<file path="src/rtl/rmc_pkg.sv">
`default_nettype none
package rmc_pkg;
    // operating modes decoded from pins and the auto/manual bit
    typedef enum logic [1:0] {
        RMC_MODE_SMPTE,
        RMC_MODE_ASI,
        RMC_MODE_THROUGH,
        RMC_MODE_STANDBY
    } rmc_mode_t;

    // register byte offsets (32-bit aligned words)
    localparam logic [7:0] RMC_CTRL_OFF = 8'h00;   // control: auto/manual bit
    localparam logic [7:0] RMC_STAT_OFF = 8'h04;   // status: decoded mode and settings
    localparam logic [7:0] RMC_DETECT_OFF = 8'h08; // detector results in auto mode

    // control field positions
    localparam int RMC_CTRL_AUTO_BIT = 0;           // auto/manual bit position
    localparam logic RMC_CTRL_AUTO_RST = 1'b1;      // auto mode after reset

    // detector field positions
    localparam int RMC_DET_SMPTE_BIT = 0;           // software view of smpte detector

    // status field positions
    localparam int RMC_STAT_MODE_LSB = 0;           // two-bit mode code
    localparam int RMC_STAT_BUS20_BIT = 2;          // 20-bit bus selected
    localparam int RMC_STAT_861_BIT = 3;            // cea-861 timing selected
    localparam int RMC_STAT_PROC_BIT = 4;           // processing enabled
    localparam int RMC_STAT_SERIAL_BIT = 5;         // loop-through driving
    localparam int RMC_STAT_INVALID_BIT = 6;        // smpte+asi both high in manual

    // pin synchroniser depth
    localparam int RMC_SYNC_STAGES = 3;
endpackage : rmc_pkg
`default_nettype wire

</file>
<file path="src/rtl/rmc_receiver_mode_control.sv">
// Implementation choices: the placing of the registers and the APB interface to the registers.
`timescale 1ns/1ps
`default_nettype none

// How it works
// - manual mode: asi pin input selects asi
// - both pins low gives data-through mode
// - auto mode: asi pin driven low, no asi
// - timing select high gives hsync/vsync/de
// - bus width pin: high 20, low 10
// - processing pin high enables video processing
// - processing pin low selects low-latency bypass
// - serial enable low pulls both outputs high
// - serial enable high drives differential pair
// - standby pin stops processing, powers down io
// - standby pulls both serial outputs high
// - auto mode: smpte pin outputs detector result
// - manual smpte pin high selects smpte processing
module rmc_receiver_mode_control (
    input wire logic clk,
    input wire logic sys_rst,
    // apb slave
    input wire logic psel,
    input wire logic penable,
    input wire logic pwrite,
    input wire logic [7:0] paddr,
    input wire logic [31:0] pwdata,
    output logic [31:0] prdata,
    output logic pready,
    output logic pslverr,
    // two-way asi select pin
    input wire logic asi_select_pin_i,
    output logic asi_select_pin_o,
    output logic asi_select_pin_oe,
    // two-way smpte-present pin
    input wire logic smpte_present_pin_i,
    output logic smpte_present_pin_o,
    output logic smpte_present_pin_oe,
    // plain control pins
    input wire logic timing_style_select,
    input wire logic bus_width_select,
    input wire logic processing_enable_pin,
    input wire logic serial_output_enable,
    input wire logic standby_pin,
    // smpte detector result from the receive path
    input wire logic smpte_detected,
    // serial data from the reclocker
    input wire logic serial_data_in,
    // decoded settings
    output logic [1:0] mode,
    output logic asi_processing_en,
    output logic smpte_processing_en,
    output logic cea861_timing_en,
    output logic bus_20bit_en,
    output logic video_processing_en,
    output logic low_latency_en,
    output logic digital_io_powerdown,
    output logic serial_loop_output_p,
    output logic serial_loop_output_n
);
    // every control pin comes from the board or from the host controller
    // with no relation to clk, so each passes the same three-flop chain;
    // the two shared mode pins are sampled even while the device drives
    // them, since in auto mode their accepted levels are simply not used
    localparam int NPIN = 7; // number of synchronised pins

    // pin vector indices
    localparam int P_ASI = 0;
    localparam int P_SMPTE = 1;
    localparam int P_TIM = 2;
    localparam int P_BUS = 3;
    localparam int P_PROC = 4;
    localparam int P_SER = 5;
    localparam int P_STBY = 6;

    // elaboration check: the accept rule compares stages two and three,
    // so a chain of any other depth would need a different accept rule
    // and is refused here rather than left to misbehave quietly
    if (rmc_pkg::RMC_SYNC_STAGES != 3) begin : g_sync_depth_check
        $error("synchroniser needs three stages");
    end

    // all state in one struct, registered by a single process
    typedef struct packed {
        // synchroniser chain and accepted pin levels
        logic [NPIN-1:0] s1;            // first sync stage
        logic [NPIN-1:0] s2;            // second sync stage
        logic [NPIN-1:0] s3;            // third sync stage
        logic [NPIN-1:0] pins;          // accepted pin levels
        // host register and apb response
        logic auto_mode;                // auto/manual bit
        logic [31:0] rdata;             // apb read data
        logic ready;                    // apb ready
        logic err;                      // apb error
        // decoded mode and shared pin drive
        rmc_pkg::rmc_mode_t mode;       // decoded mode
        logic invalid;                  // both mode pins high in manual
        logic asi_o;                    // asi pin output level
        logic asi_oe;                   // asi pin enable
        logic smpte_o;                  // smpte pin output level
        logic smpte_oe;                 // smpte pin enable
        logic det;                      // registered detector
        // enables seen by the video path
        logic asi_en;                   // asi extraction running
        logic smpte_en;                 // smpte processing running
        logic tim861;                   // cea-861 timing style
        logic bus20;                    // 20-bit parallel bus
        logic proc_en;                  // full video processing
        logic low_lat;                  // low-latency bypass path
        logic io_pd;                    // digital io powered down
        // serial loop-through stage
        logic ser_p;                    // true serial output
        logic ser_n;                    // complement serial output
        logic ser_on;                   // loop-through driving
    } rmc_state_t;

    // registered state and its next value
    rmc_state_t st_q;                   // current state
    rmc_state_t st_d;                   // next state
    logic [NPIN-1:0] raw_pins;          // asynchronous pin levels

    // gather asynchronous pins, one bit per pin index
    assign raw_pins = {
        standby_pin,                    // P_STBY
        serial_output_enable,           // P_SER
        processing_enable_pin,          // P_PROC
        bus_width_select,               // P_BUS
        timing_style_select,            // P_TIM
        smpte_present_pin_i,            // P_SMPTE
        asi_select_pin_i                // P_ASI
    };

    // next-state logic: every field starts from its held value, so a
    // branch that leaves a field alone keeps it; all outputs leave through
    // st_q, one cycle after the decision that sets them
    always_comb begin
        st_d = st_q;
        // three-flop synchroniser, accept when stages two and three agree;
        // a pulse shorter than one clock never sits in both at once, so it
        // never reaches the mode decode
        st_d.s1 = raw_pins;
        st_d.s2 = st_q.s1;
        st_d.s3 = st_q.s2;
        for (int i = 0; i < NPIN; i++) begin
            // stages two and three agree: take the level
            if (st_q.s2[i] == st_q.s3[i]) begin
                st_d.pins[i] = st_q.s3[i];
            end
        end
        // the detector already runs on clk: one register, no synchroniser
        st_d.det = smpte_detected;

        // apb slave: an access is taken on the first edge that sees psel and
        // penable with ready low; ready then stands for one cycle, so the
        // held access phase is never taken a second time
        st_d.ready = 1'b0;
        st_d.err = 1'b0;
        if (psel && penable && !st_q.ready) begin
            st_d.ready = 1'b1;
            st_d.rdata = 32'h0000_0000;
            if (paddr == rmc_pkg::RMC_CTRL_OFF) begin
                // control word: only the auto/manual bit is stored
                if (pwrite) begin
                    st_d.auto_mode = pwdata[rmc_pkg::RMC_CTRL_AUTO_BIT];
                end
                st_d.rdata[rmc_pkg::RMC_CTRL_AUTO_BIT] = st_q.auto_mode;
            end else if (paddr == rmc_pkg::RMC_STAT_OFF) begin
                // status word: decoded mode and settings, read only
                st_d.err = pwrite; // read only
                st_d.rdata[rmc_pkg::RMC_STAT_MODE_LSB +: 2] = st_q.mode;
                st_d.rdata[rmc_pkg::RMC_STAT_BUS20_BIT] = st_q.bus20;
                st_d.rdata[rmc_pkg::RMC_STAT_861_BIT] = st_q.tim861;
                st_d.rdata[rmc_pkg::RMC_STAT_PROC_BIT] = st_q.proc_en;
                st_d.rdata[rmc_pkg::RMC_STAT_SERIAL_BIT] = st_q.ser_on;
                st_d.rdata[rmc_pkg::RMC_STAT_INVALID_BIT] = st_q.invalid;
            end else if (paddr == rmc_pkg::RMC_DETECT_OFF) begin
                // detector word, read only
                st_d.err = pwrite; // read only
                st_d.rdata[rmc_pkg::RMC_DET_SMPTE_BIT] = st_q.det;
            end else begin
                // unmapped: error, read zero; nothing is written, so a stray
                // write cannot disturb the auto/manual bit
                st_d.err = 1'b1;
            end
        end

        // pin direction follows the auto/manual bit: the shared pins turn
        // round one cycle after it changes; in auto mode the asi pin is a
        // status output held low and the smpte pin reports the detector
        st_d.asi_oe = st_q.auto_mode;
        st_d.asi_o = 1'b0;
        st_d.smpte_oe = st_q.auto_mode;
        st_d.smpte_o = st_q.det;

        // mode decode; standby overrides everything, then the auto/manual
        // bit; in manual mode the smpte pin outranks the asi pin, and the
        // pair of both high is flagged in status rather than refused
        st_d.invalid = 1'b0;
        if (st_q.pins[P_STBY]) begin
            // standby: no processing, digital io down
            st_d.mode = rmc_pkg::RMC_MODE_STANDBY;
        end else if (st_q.auto_mode) begin
            // auto: asi never recognised, detector picks smpte or through
            st_d.mode = st_q.det ? rmc_pkg::RMC_MODE_SMPTE
                                 : rmc_pkg::RMC_MODE_THROUGH;
        end else if (st_q.pins[P_SMPTE]) begin
            // manual: smpte pin high selects smpte processing
            st_d.mode = rmc_pkg::RMC_MODE_SMPTE;
            st_d.invalid = st_q.pins[P_ASI];
        end else if (st_q.pins[P_ASI]) begin
            // manual: asi extraction, host holds smpte low
            st_d.mode = rmc_pkg::RMC_MODE_ASI;
        end else begin
            // manual: both pins low, plain serial to parallel
            st_d.mode = rmc_pkg::RMC_MODE_THROUGH;
        end

        // per-mode enables follow the registered mode one cycle behind it;
        // all come from the one mode field, so two of them are never on
        // together, not even in the cycle of a mode change
        st_d.asi_en = (st_q.mode == rmc_pkg::RMC_MODE_ASI);
        st_d.smpte_en = (st_q.mode == rmc_pkg::RMC_MODE_SMPTE);
        st_d.io_pd = (st_q.mode == rmc_pkg::RMC_MODE_STANDBY);
        st_d.tim861 = st_q.pins[P_TIM];
        st_d.bus20 = st_q.pins[P_BUS];
        // processing only outside standby; in standby neither the full
        // path nor the low-latency bypass runs
        st_d.proc_en = st_q.pins[P_PROC] && !st_q.pins[P_STBY];
        st_d.low_lat = !st_q.pins[P_PROC] && !st_q.pins[P_STBY];

        // serial loop-through: idle high on disable or standby; standby
        // wins over the enable pin, and the data path is gated by the
        // registered enable so the pair never shows a half-enabled cycle
        st_d.ser_on = st_q.pins[P_SER] && !st_q.pins[P_STBY];
        if (st_q.ser_on) begin
            st_d.ser_p = serial_data_in;
            st_d.ser_n = !serial_data_in;
        end else begin
            st_d.ser_p = 1'b1;
            st_d.ser_n = 1'b1;
        end
    end

    // state register; the asynchronous reset loads constants only, field
    // by field, so every reset level can be read off in one place and no
    // field is written twice in one branch
    always_ff @(posedge clk or posedge sys_rst) begin
        if (sys_rst) begin
            // reset: auto mode, smpte mode, both shared pins driven low,
            // serial outputs idle high
            st_q.s1 <= '0;
            st_q.s2 <= '0;
            st_q.s3 <= '0;
            st_q.pins <= '0;
            st_q.auto_mode <= rmc_pkg::RMC_CTRL_AUTO_RST;
            st_q.rdata <= 32'h0000_0000;
            st_q.ready <= 1'b0;
            st_q.err <= 1'b0;
            st_q.mode <= rmc_pkg::RMC_MODE_SMPTE;
            st_q.invalid <= 1'b0;
            st_q.asi_o <= 1'b0;
            st_q.asi_oe <= rmc_pkg::RMC_CTRL_AUTO_RST;
            st_q.smpte_o <= 1'b0;
            st_q.smpte_oe <= rmc_pkg::RMC_CTRL_AUTO_RST;
            st_q.det <= 1'b0;
            st_q.asi_en <= 1'b0;
            st_q.smpte_en <= 1'b1;
            st_q.tim861 <= 1'b0;
            st_q.bus20 <= 1'b0;
            st_q.proc_en <= 1'b0;
            st_q.low_lat <= 1'b0;
            st_q.io_pd <= 1'b0;
            st_q.ser_p <= 1'b1;
            st_q.ser_n <= 1'b1;
            st_q.ser_on <= 1'b0;
        end else begin
            st_q <= st_d;
        end
    end

    // outputs straight from flops, no logic after the register
    // apb response
    assign prdata = st_q.rdata;
    assign pready = st_q.ready;
    assign pslverr = st_q.err;
    // shared mode pins
    assign asi_select_pin_o = st_q.asi_o;
    assign asi_select_pin_oe = st_q.asi_oe;
    assign smpte_present_pin_o = st_q.smpte_o;
    assign smpte_present_pin_oe = st_q.smpte_oe;
    // decoded settings
    assign mode = st_q.mode;
    assign asi_processing_en = st_q.asi_en;
    assign smpte_processing_en = st_q.smpte_en;
    assign cea861_timing_en = st_q.tim861;
    assign bus_20bit_en = st_q.bus20;
    assign video_processing_en = st_q.proc_en;
    assign low_latency_en = st_q.low_lat;
    assign digital_io_powerdown = st_q.io_pd;
    // serial loop-through pair
    assign serial_loop_output_p = st_q.ser_p;
    assign serial_loop_output_n = st_q.ser_n;
endmodule : rmc_receiver_mode_control

`default_nettype wire

</file>
<file path="config.mk">
export PLATFORM = sky130hd
export DESIGN_NAME = rmc_receiver_mode_control
export DESIGN_NICKNAME = d
export VERILOG_FILES = /design/src/rtl/rmc_pkg.sv /design/src/rtl/rmc_receiver_mode_control.sv
export SDC_FILE = /design/constraint.sdc
export NUM_CORES = 1
export LEC_CHECK = 0
export BUFFER_PORTS_ARGS = -buffer_cell sky130_fd_sc_hd__buf_2
export CAP_MARGIN = 40
export CORE_ASPECT_RATIO = 1.1
export CORE_UTILIZATION = 44
export DETAILED_ROUTE_END_ITERATION = 16
export HOLD_SLACK_MARGIN = 0.08
export PLACE_DENSITY = 0.84
export REMOVE_ABC_BUFFERS = 1
export SLEW_MARGIN = 20
export SYNTH_ARGS = -nofsm -noshare
export SYNTH_HDL_FRONTEND = slang
export SYNTH_SLANG_ARGS = --single-unit
</file>
<file path="constraint.sdc">
create_clock -name clk -period 2.6 [get_ports clk]
set_input_delay 0.78 -clock clk [delete_from_list [all_inputs] [get_ports clk]]
set_output_delay 0.78 -clock clk [all_outputs]
set_load 0.05 [all_outputs]
</file>
[After elaboration in Yosys (flattened, before gate mapping)]
Cells that the tools add are included.
Cells by class
  equal/unequal tests: 11
  multiplexer cells: 18
  reduce and logical (&&, ||, !) cells: 12
Operators with widths (number)
  2-bit two-way mux: 7
  6-bit two-way mux: 2
  1-bit two-way mux: 9
  8-bit by 3-bit equality test with 1-bit output (second input constant): 1
  8-bit by 4-bit equality test with 1-bit output (second input constant): 1
  8-bit logical NOT: 1
  1-bit equality test: 7
  1-bit logical AND: 5
  1-bit logical NOT: 4
  3-bit AND reduction: 1
  2-bit by 1-bit equality test with 1-bit output (second input constant): 1
  2-bit equality test (second input constant): 1
  2-bit logical NOT: 1
Word-level totals
  logic and storage cells: 70
  flip-flop bits (word level): 54
  output and inout bits: 49

[Depth between registers and ports, before layout]
Gate-level depths: netlist of the first run.
  word-level depth: 5
  depth in mapped cells: 4
  depth with buffers taken out: 4

[Worst setup path before layout of the first run]
OpenSTA, ideal clock, no wires.
  kind: register to output
  start: reg st_q (netlist bit smpte_present_pin_oe)
  end: out smpte_present_pin_oe
  slack: 903 ps
  data required time: 1820 ps
  data arrival time: 917 ps
  stages on the path, launching flop included: 2
  path through: dfstp_2 buf_4
RTL lines
  start: declaration: RTL line rmc_receiver_mode_control.sv:118  | rmc_state_t st_q;
  end: declaration: RTL line rmc_receiver_mode_control.sv:38  | output logic smpte_present_pin_oe,
No word-level cell between the ends.

[Worst setup path after layout of the first run]
  start: reg st_q (netlist bit smpte_present_pin_oe)
  end: out smpte_present_pin_oe
No word-level cell between the ends.

==> results.yml, run 1 <==
outcome:
  outcome: "finished, final reports clean"
floorplanning:
  start_util_pct: 46.1
  die_area_um2: 4830
  io_pins: 103
  rows: 25
  die_w_um: 66.3
  placeableCoreArea_um2: 4350
  die_h_um: 72.8
global_routing:
  grt_use_met3_pct: 2.97
  antenna_found_initial: 0
  most_utilized_layer_in_the_global_route_result: "met2"
  largest_net_degree_at_the_start_of_global_routing: 33
  met2_usage_pct: 20.2
  via_count_of_the_first_global_routing_pass: 983
  grt_first_pass_wirelength_um: 4350
  grt_util_all_layers_pct: 12.2
  global_route_met1_usage_pct: 14.3
  overflow: 0
setup_path:
  rr_startpoint: "pready"
  timing_worst_setup_path_type: "reg -> out"
  crit_path_max_fanout: 2
  critPathBufInv: 1
  crit_path_end_kind: "output port"
  cp.required_ns: 1.82
  worstReg2RegEnd: "st_d[11]"
  worst_path_max_stage_delay_ns: 0.53
  crit_path_start: "smpte_present_pin_oe"
  cpMaxStageDelayCell: "dfstp_2"
  timing.critical_path.max_delay_family: "flip-flops"
  arrival_ns: 1.08
  reg2reg_path_depth: 4
  worstPathCellList: "buf_2"
  reg2reg_setup_slack_ns: 1.29
  critical_path.startpoint_type: "flop"
placed_design:
  detailed_place_hpwl_um: 1930
  globalplace.congestion: 0.824
  place.port_buffers: 45
  placed_cells_incl_taps: 236
sta:
  setup_viol: 0
  grt_setup_unrepaired: "false"
  final_min_period_over_clock_period_pct: 71.6
  final_hold_viol_count: 0
  fin_setup_tns_ns: 0
  period_needed_ns: 1.86
  report.final.slew_viol_count: 0
  finClkSkew_ns: 0.00583
  maxClockFrequency_mhz: 537
detailed_routing:
  routed-via-count: 1055
  first_pass_iters: 5
  finalWirelength_um: 2660
  wire_per_inst_um: 10.9
  route.detailed.drc: 0
  drt-vias-per-instance: 4.32
  drtAntennaViolNets: 0
  drt_iter0_markers: 70
yosys:
  postSynthRegisterBits: 54
  yosysWarnings: 0
  async_reset_ff_share_pct: 100
  syn-instance-count: 147
  synth-main-ff-cell: "dfrtp_1"
  yosysTopAreaCell: "dfrtp_1"
  synth_area_leaders: "dfrtp_1, buf_4, dfstp_2"
  synth_edf_count: 0
  synth_cell_types: 28
  synthMostInstantiatedCell: "dfrtp_1"
  syn_area_um2: 2000
  synth_top_area_share_pct: 61.2
  syn-mean-instance-area_um2: 13.6
  part_of_the_yosys_area_used_for_sequential_elements_pct: 67.8
  synth_commonest_cells: "dfrtp_1, buf_4, nand2_1"
clocking:
  cts-buffers-inserted: 5
  cts_setup_buffers: 0
  clock_tree.buffer_depth: 2
  cts_tree: "yes"
  post_cts.resized_instances: 0
  numClockSinks: 54
  clock_latency_ns: 0.30
  cts_htree_levels: 2
  cts.hold.buffers_added: 0
  cts-root-buf: "clkbuf_8"
  cts.clk_slew.worst_paths_ns: 0.09
min_path:
  holdPathEnd: "st_d[66]"
  timing.hold.worst.start: "st_d[73]"
  holdPathStages: 0
  path_type_of_the_worst_min_delay_path: "reg -> reg"
cells_and_area:
  nets: 243
  share_of_final_layout_standard_cells_stronger_than_drive_strength_1_pct: 33.7
  syn_to_final_growth_pct: 11.4
  antenna-diode-count: 0
  non_filler_cells_final: 244
power:
  power-per-cell-area_nw_per_um2: 735
  vdd.ir_drop.worst_v: 0.000363
  power_mw: 1.64
  static-leakage-power_nw: 1.11
run:
  drv.max_cap_violation_count: 0
final cells by class:
| cell class | count | area [µm²] |
|---|---|---|
| clock buffers | 7 | 86.3 |
| inverters | 3 | 11.3 |
| clock inverters | 1 | 5.00 |
| well taps | 54 | 67.6 |
| flip-flops and latches | 54 | 1360 |
| fillers | 381 | 2120 |
| multi-input cells | 79 | 458 |
| repair buffers | 46 | 245 |
flip-flops by register name, indices dropped and copies added (netlist names):
register,cells
asi_processing_en,1
bus_20bit_en,1
cea861_timing_en,1
digital_io_powerdown,1
low_latency_en,1
mode,2
prdata,7
pready,1
pslverr,1
serial_loop_output_n,1
serial_loop_output_p,1
smpte_present_pin_o,1
smpte_present_pin_oe,1
smpte_processing_en,1
st_d,18
st_q,14
video_processing_en,1
worst max path at each step:
stage,end,cells after the start
6_report,smpte_present_pin_oe,1
5_1_grt,smpte_present_pin_oe,1
4_1_cts,smpte_present_pin_oe,1
3_5_place_dp,prdata[4],4
3_3_place_gp,st_d[11],4
2_1_floorplan,asi_processing_en,1
power by group:
group          switching [mW]  internal [mW]  total [mW]
combinational           0.209         0.0517       0.261
clock                   0.244          0.215       0.459
sequential             0.0271          0.894       0.921
logic make-up after synthesis:
| group | count (synthesis) | synth area share (%) |
|---|---|---|
| simple gates | 31 | 9.68 |
| compound gates | 14 | 4.25 |
| other cells | 1 | 0.187 |
| buf+inv | 39 | 14.1 |
| flops | 54 | 67.8 |
| mux | 1 | 0.562 |
| fa+ha+maj | 7 | 3.50 |
metrics by stage:
stage / area, µm² / hold slack, ns / utilization (%) / worst slack, ns
5_1_grt: 2230 / 0.370 / 51.3 / 0.696
3_5_place_dp: 2140 / 0.336 / 49.2 / 0.700
4_1_cts: 2230 / 0.356 / 51.3 / 0.724
3_3_place_gp: 2140 / 0.331 / 49.2 / 0.779
6_report: 2230 / 0.355 / 51.3 / 0.739
2_1_floorplan: 1830 / 0.331 / - / 0.514
layer usage:
metal	part of all wire, %	wire [µm]
met5	0	0
met3	8.5	226
met2	49	1290
met4	1.7	46
met1	41	1090
layout by cell type, fill, tap and decap left out, drive strengths merged, types with 2 or more instances in the layout:
master  Yosys  final
dfstp       5      5
nor2b       4      4
nor4        2      2
nor2        3      3
clkbuf      0      7
buf        36     46
inv         3      3
o21ai       7      7
dfrtp      49     49
conb        1     26
nand2      13     13
nand2b      3      3
maj3        7      7
Note: power is estimated with default switching activity, not from simulation.
==> run 2, diff against run 1 <==
==> constraint.sdc (replaced) <==
create_clock -name clk -period 2 [get_ports clk]
set_input_delay 0.6 -clock clk [delete_from_list [all_inputs] [get_ports clk]]
set_output_delay 0.6 -clock clk [all_outputs]
set_load 0.05 [all_outputs]
==> run 2 against run 1 <==
Against the previous run: critical path depth stayed put; wire length is 1.6% higher; cell count stayed put; via count is 0.76% higher; worst hold slack worse by 0.044 ns; critical endpoint unchanged; highest routed layer unchanged.
==> results.yml, run 2 (synthesis results as in run 1) <==
global_routing:
  largest_net_degree_at_the_start_of_global_routing: 33
  via_count_of_the_first_global_routing_pass: 983
  grt_util_all_layers_pct: 12.8
  overflow: 0
  antenna_found_initial: 0
  grt_first_pass_wirelength_um: 4440
clocking:
  cts.clk_slew.worst_paths_ns: 0.09
  cts_htree_levels: 2
  cts_setup_buffers: 0
  clock_latency_ns: 0.30
  post_cts.resized_instances: 0
  cts-buffers-inserted: 5
  cts-root-buf: "clkbuf_8"
  numClockSinks: 54
  cts.hold.buffers_added: 0
  clock_tree.buffer_depth: 2
  cts_tree: "yes"
run:
  drv.max_cap_violation_count: 0
detailed_routing:
  drtAntennaViolNets: 0
  finalWirelength_um: 2700
  route.detailed.drc: 0
  drt_iter0_markers: 85
  first_pass_iters: 4
  wire_per_inst_um: 11.1
  routed-via-count: 1063
  drt-vias-per-instance: 4.36
floorplanning:
  die_w_um: 66.3
  rows: 25
  placeableCoreArea_um2: 4350
  die_area_um2: 4830
  io_pins: 103
  die_h_um: 72.8
  start_util_pct: 46.1
sta:
  final_min_period_over_clock_period_pct: 83.6
  setup_viol: 0
  period_needed_ns: 1.67
  maxClockFrequency_mhz: 598
  fin_setup_tns_ns: 0
  grt_setup_unrepaired: "false"
  finClkSkew_ns: 0.00960
  report.final.slew_viol_count: 0
  final_hold_viol_count: 0
power:
  power.net_switching_uw: 622
  combPwrFrac_pct: 15.9
  seq_power_share_pct: 56.2
  clk_pwr_share_pct: 28.0
  power-per-cell-area_nw_per_um2: 957
  static-leakage-power_nw: 1.10
  internal-power_mw: 1.51
  sw_frac_of_total_pct: 29.1
  vdd.ir_drop.worst_v: 0.000363
placed_design:
  detailed_place_hpwl_um: 2000
  postPlaceCellArea_um2: 2140
  globalplace.congestion: 0.811
  place.port_buffers: 45
outcome:
  outcome: "finished, final reports clean"
cells_and_area:
  share_of_final_layout_standard_cells_stronger_than_drive_strength_1_pct: 33.2
  antenna-diode-count: 0
  syn_to_final_growth_pct: 11.3
  largest_register_ff_count: 18
  design_area_um2: 2230
  commonest_non_fill_non_tap_cell_in_the_layout: "dfrtp_1"
  nets: 243
  final_cell_mix: "dfrtp_1, buf_2, conb_1, nand2_1"
setup_path:
  timing.critical_path.max_delay_family: "flip-flops"
  worstPathCellList: "buf_2"
  critPathBufInv: 1
  crit_path_max_fanout: 2
  critical_path.startpoint_type: "flop"
  timing_worst_setup_path_type: "reg -> out"
  crit_path_end_kind: "output port"
  cpMaxStageDelayCell: "dfstp_2"
  arrival_ns: 1.07
  cp.required_ns: 1.40
  worst_path_max_stage_delay_ns: 0.53
min_path:
  path_type_of_the_worst_min_delay_path: "in -> async"
## run 2: changes by cell type in the layout (fill, tap and decap cells not counted)
cell,before,now
clkbuf_1,1,2
clkinv_2,1,0
## run 2: final cells by class
type	count	area [µm²]
Multi-Input combinational cell	79	458
Sequential cell	54	1360
Fill cell	388	2120
Timing Repair Buffer	46	245
Tap cell	54	67.6
Clock buffer	8	90.1
Inverter	3	11.3
## run 2: through the flow
stage	std cells	setup slack [ns]	power (mW)	hold WS (ns)	utilization (%)
2_1_floorplan	136	0.0937	1.48	0.331	-
3_3_place_gp	236	0.358	1.55	0.331	49.2
3_5_place_dp	236	0.290	1.56	0.336	49.2
4_1_cts	244	0.308	2.17	0.320	51.3
5_1_grt	244	0.274	2.23	0.352	51.3
6_report	244	0.328	2.13	0.312	51.3
## run 2: worst paths after layout
check	start	end	slack, ns	cells after the start
max	smpte_present_pin_oe	smpte_present_pin_oe	0.33	1
min	sys_rst	prdata[6]	0.31	2
max reg2reg	pready	st_d[11]	0.67	4
min reg2reg	st_d[67]	st_d[60]	0.36	0
max in group asynchronous	sys_rst	serial_loop_output_p	1.10	3
min in group clk	st_d[67]	st_d[60]	0.36	0
## run 2: power by group through the flow
stage / Clock, mW / Combinational [mW] / Sequential, mW
after floorplan: 0 / 0.165 / 1.31
after global placement: 0 / 0.336 / 1.22
after detailed placement: 0 / 0.342 / 1.22
after CTS: 0.627 / 0.342 / 1.20
after global routing: 0.664 / 0.361 / 1.21
final: 0.597 / 0.339 / 1.20
## run 2: per-layer routing
metal | global-route usage (%) | part of all wire (%) | wire length, µm
met5 | 0 | 0 | 0
met4 | 6.38 | 2.3 | 63
met3 | 5.31 | 8.1 | 219
met2 | 21.3 | 49 | 1320
met1 | 13.8 | 41 | 1100
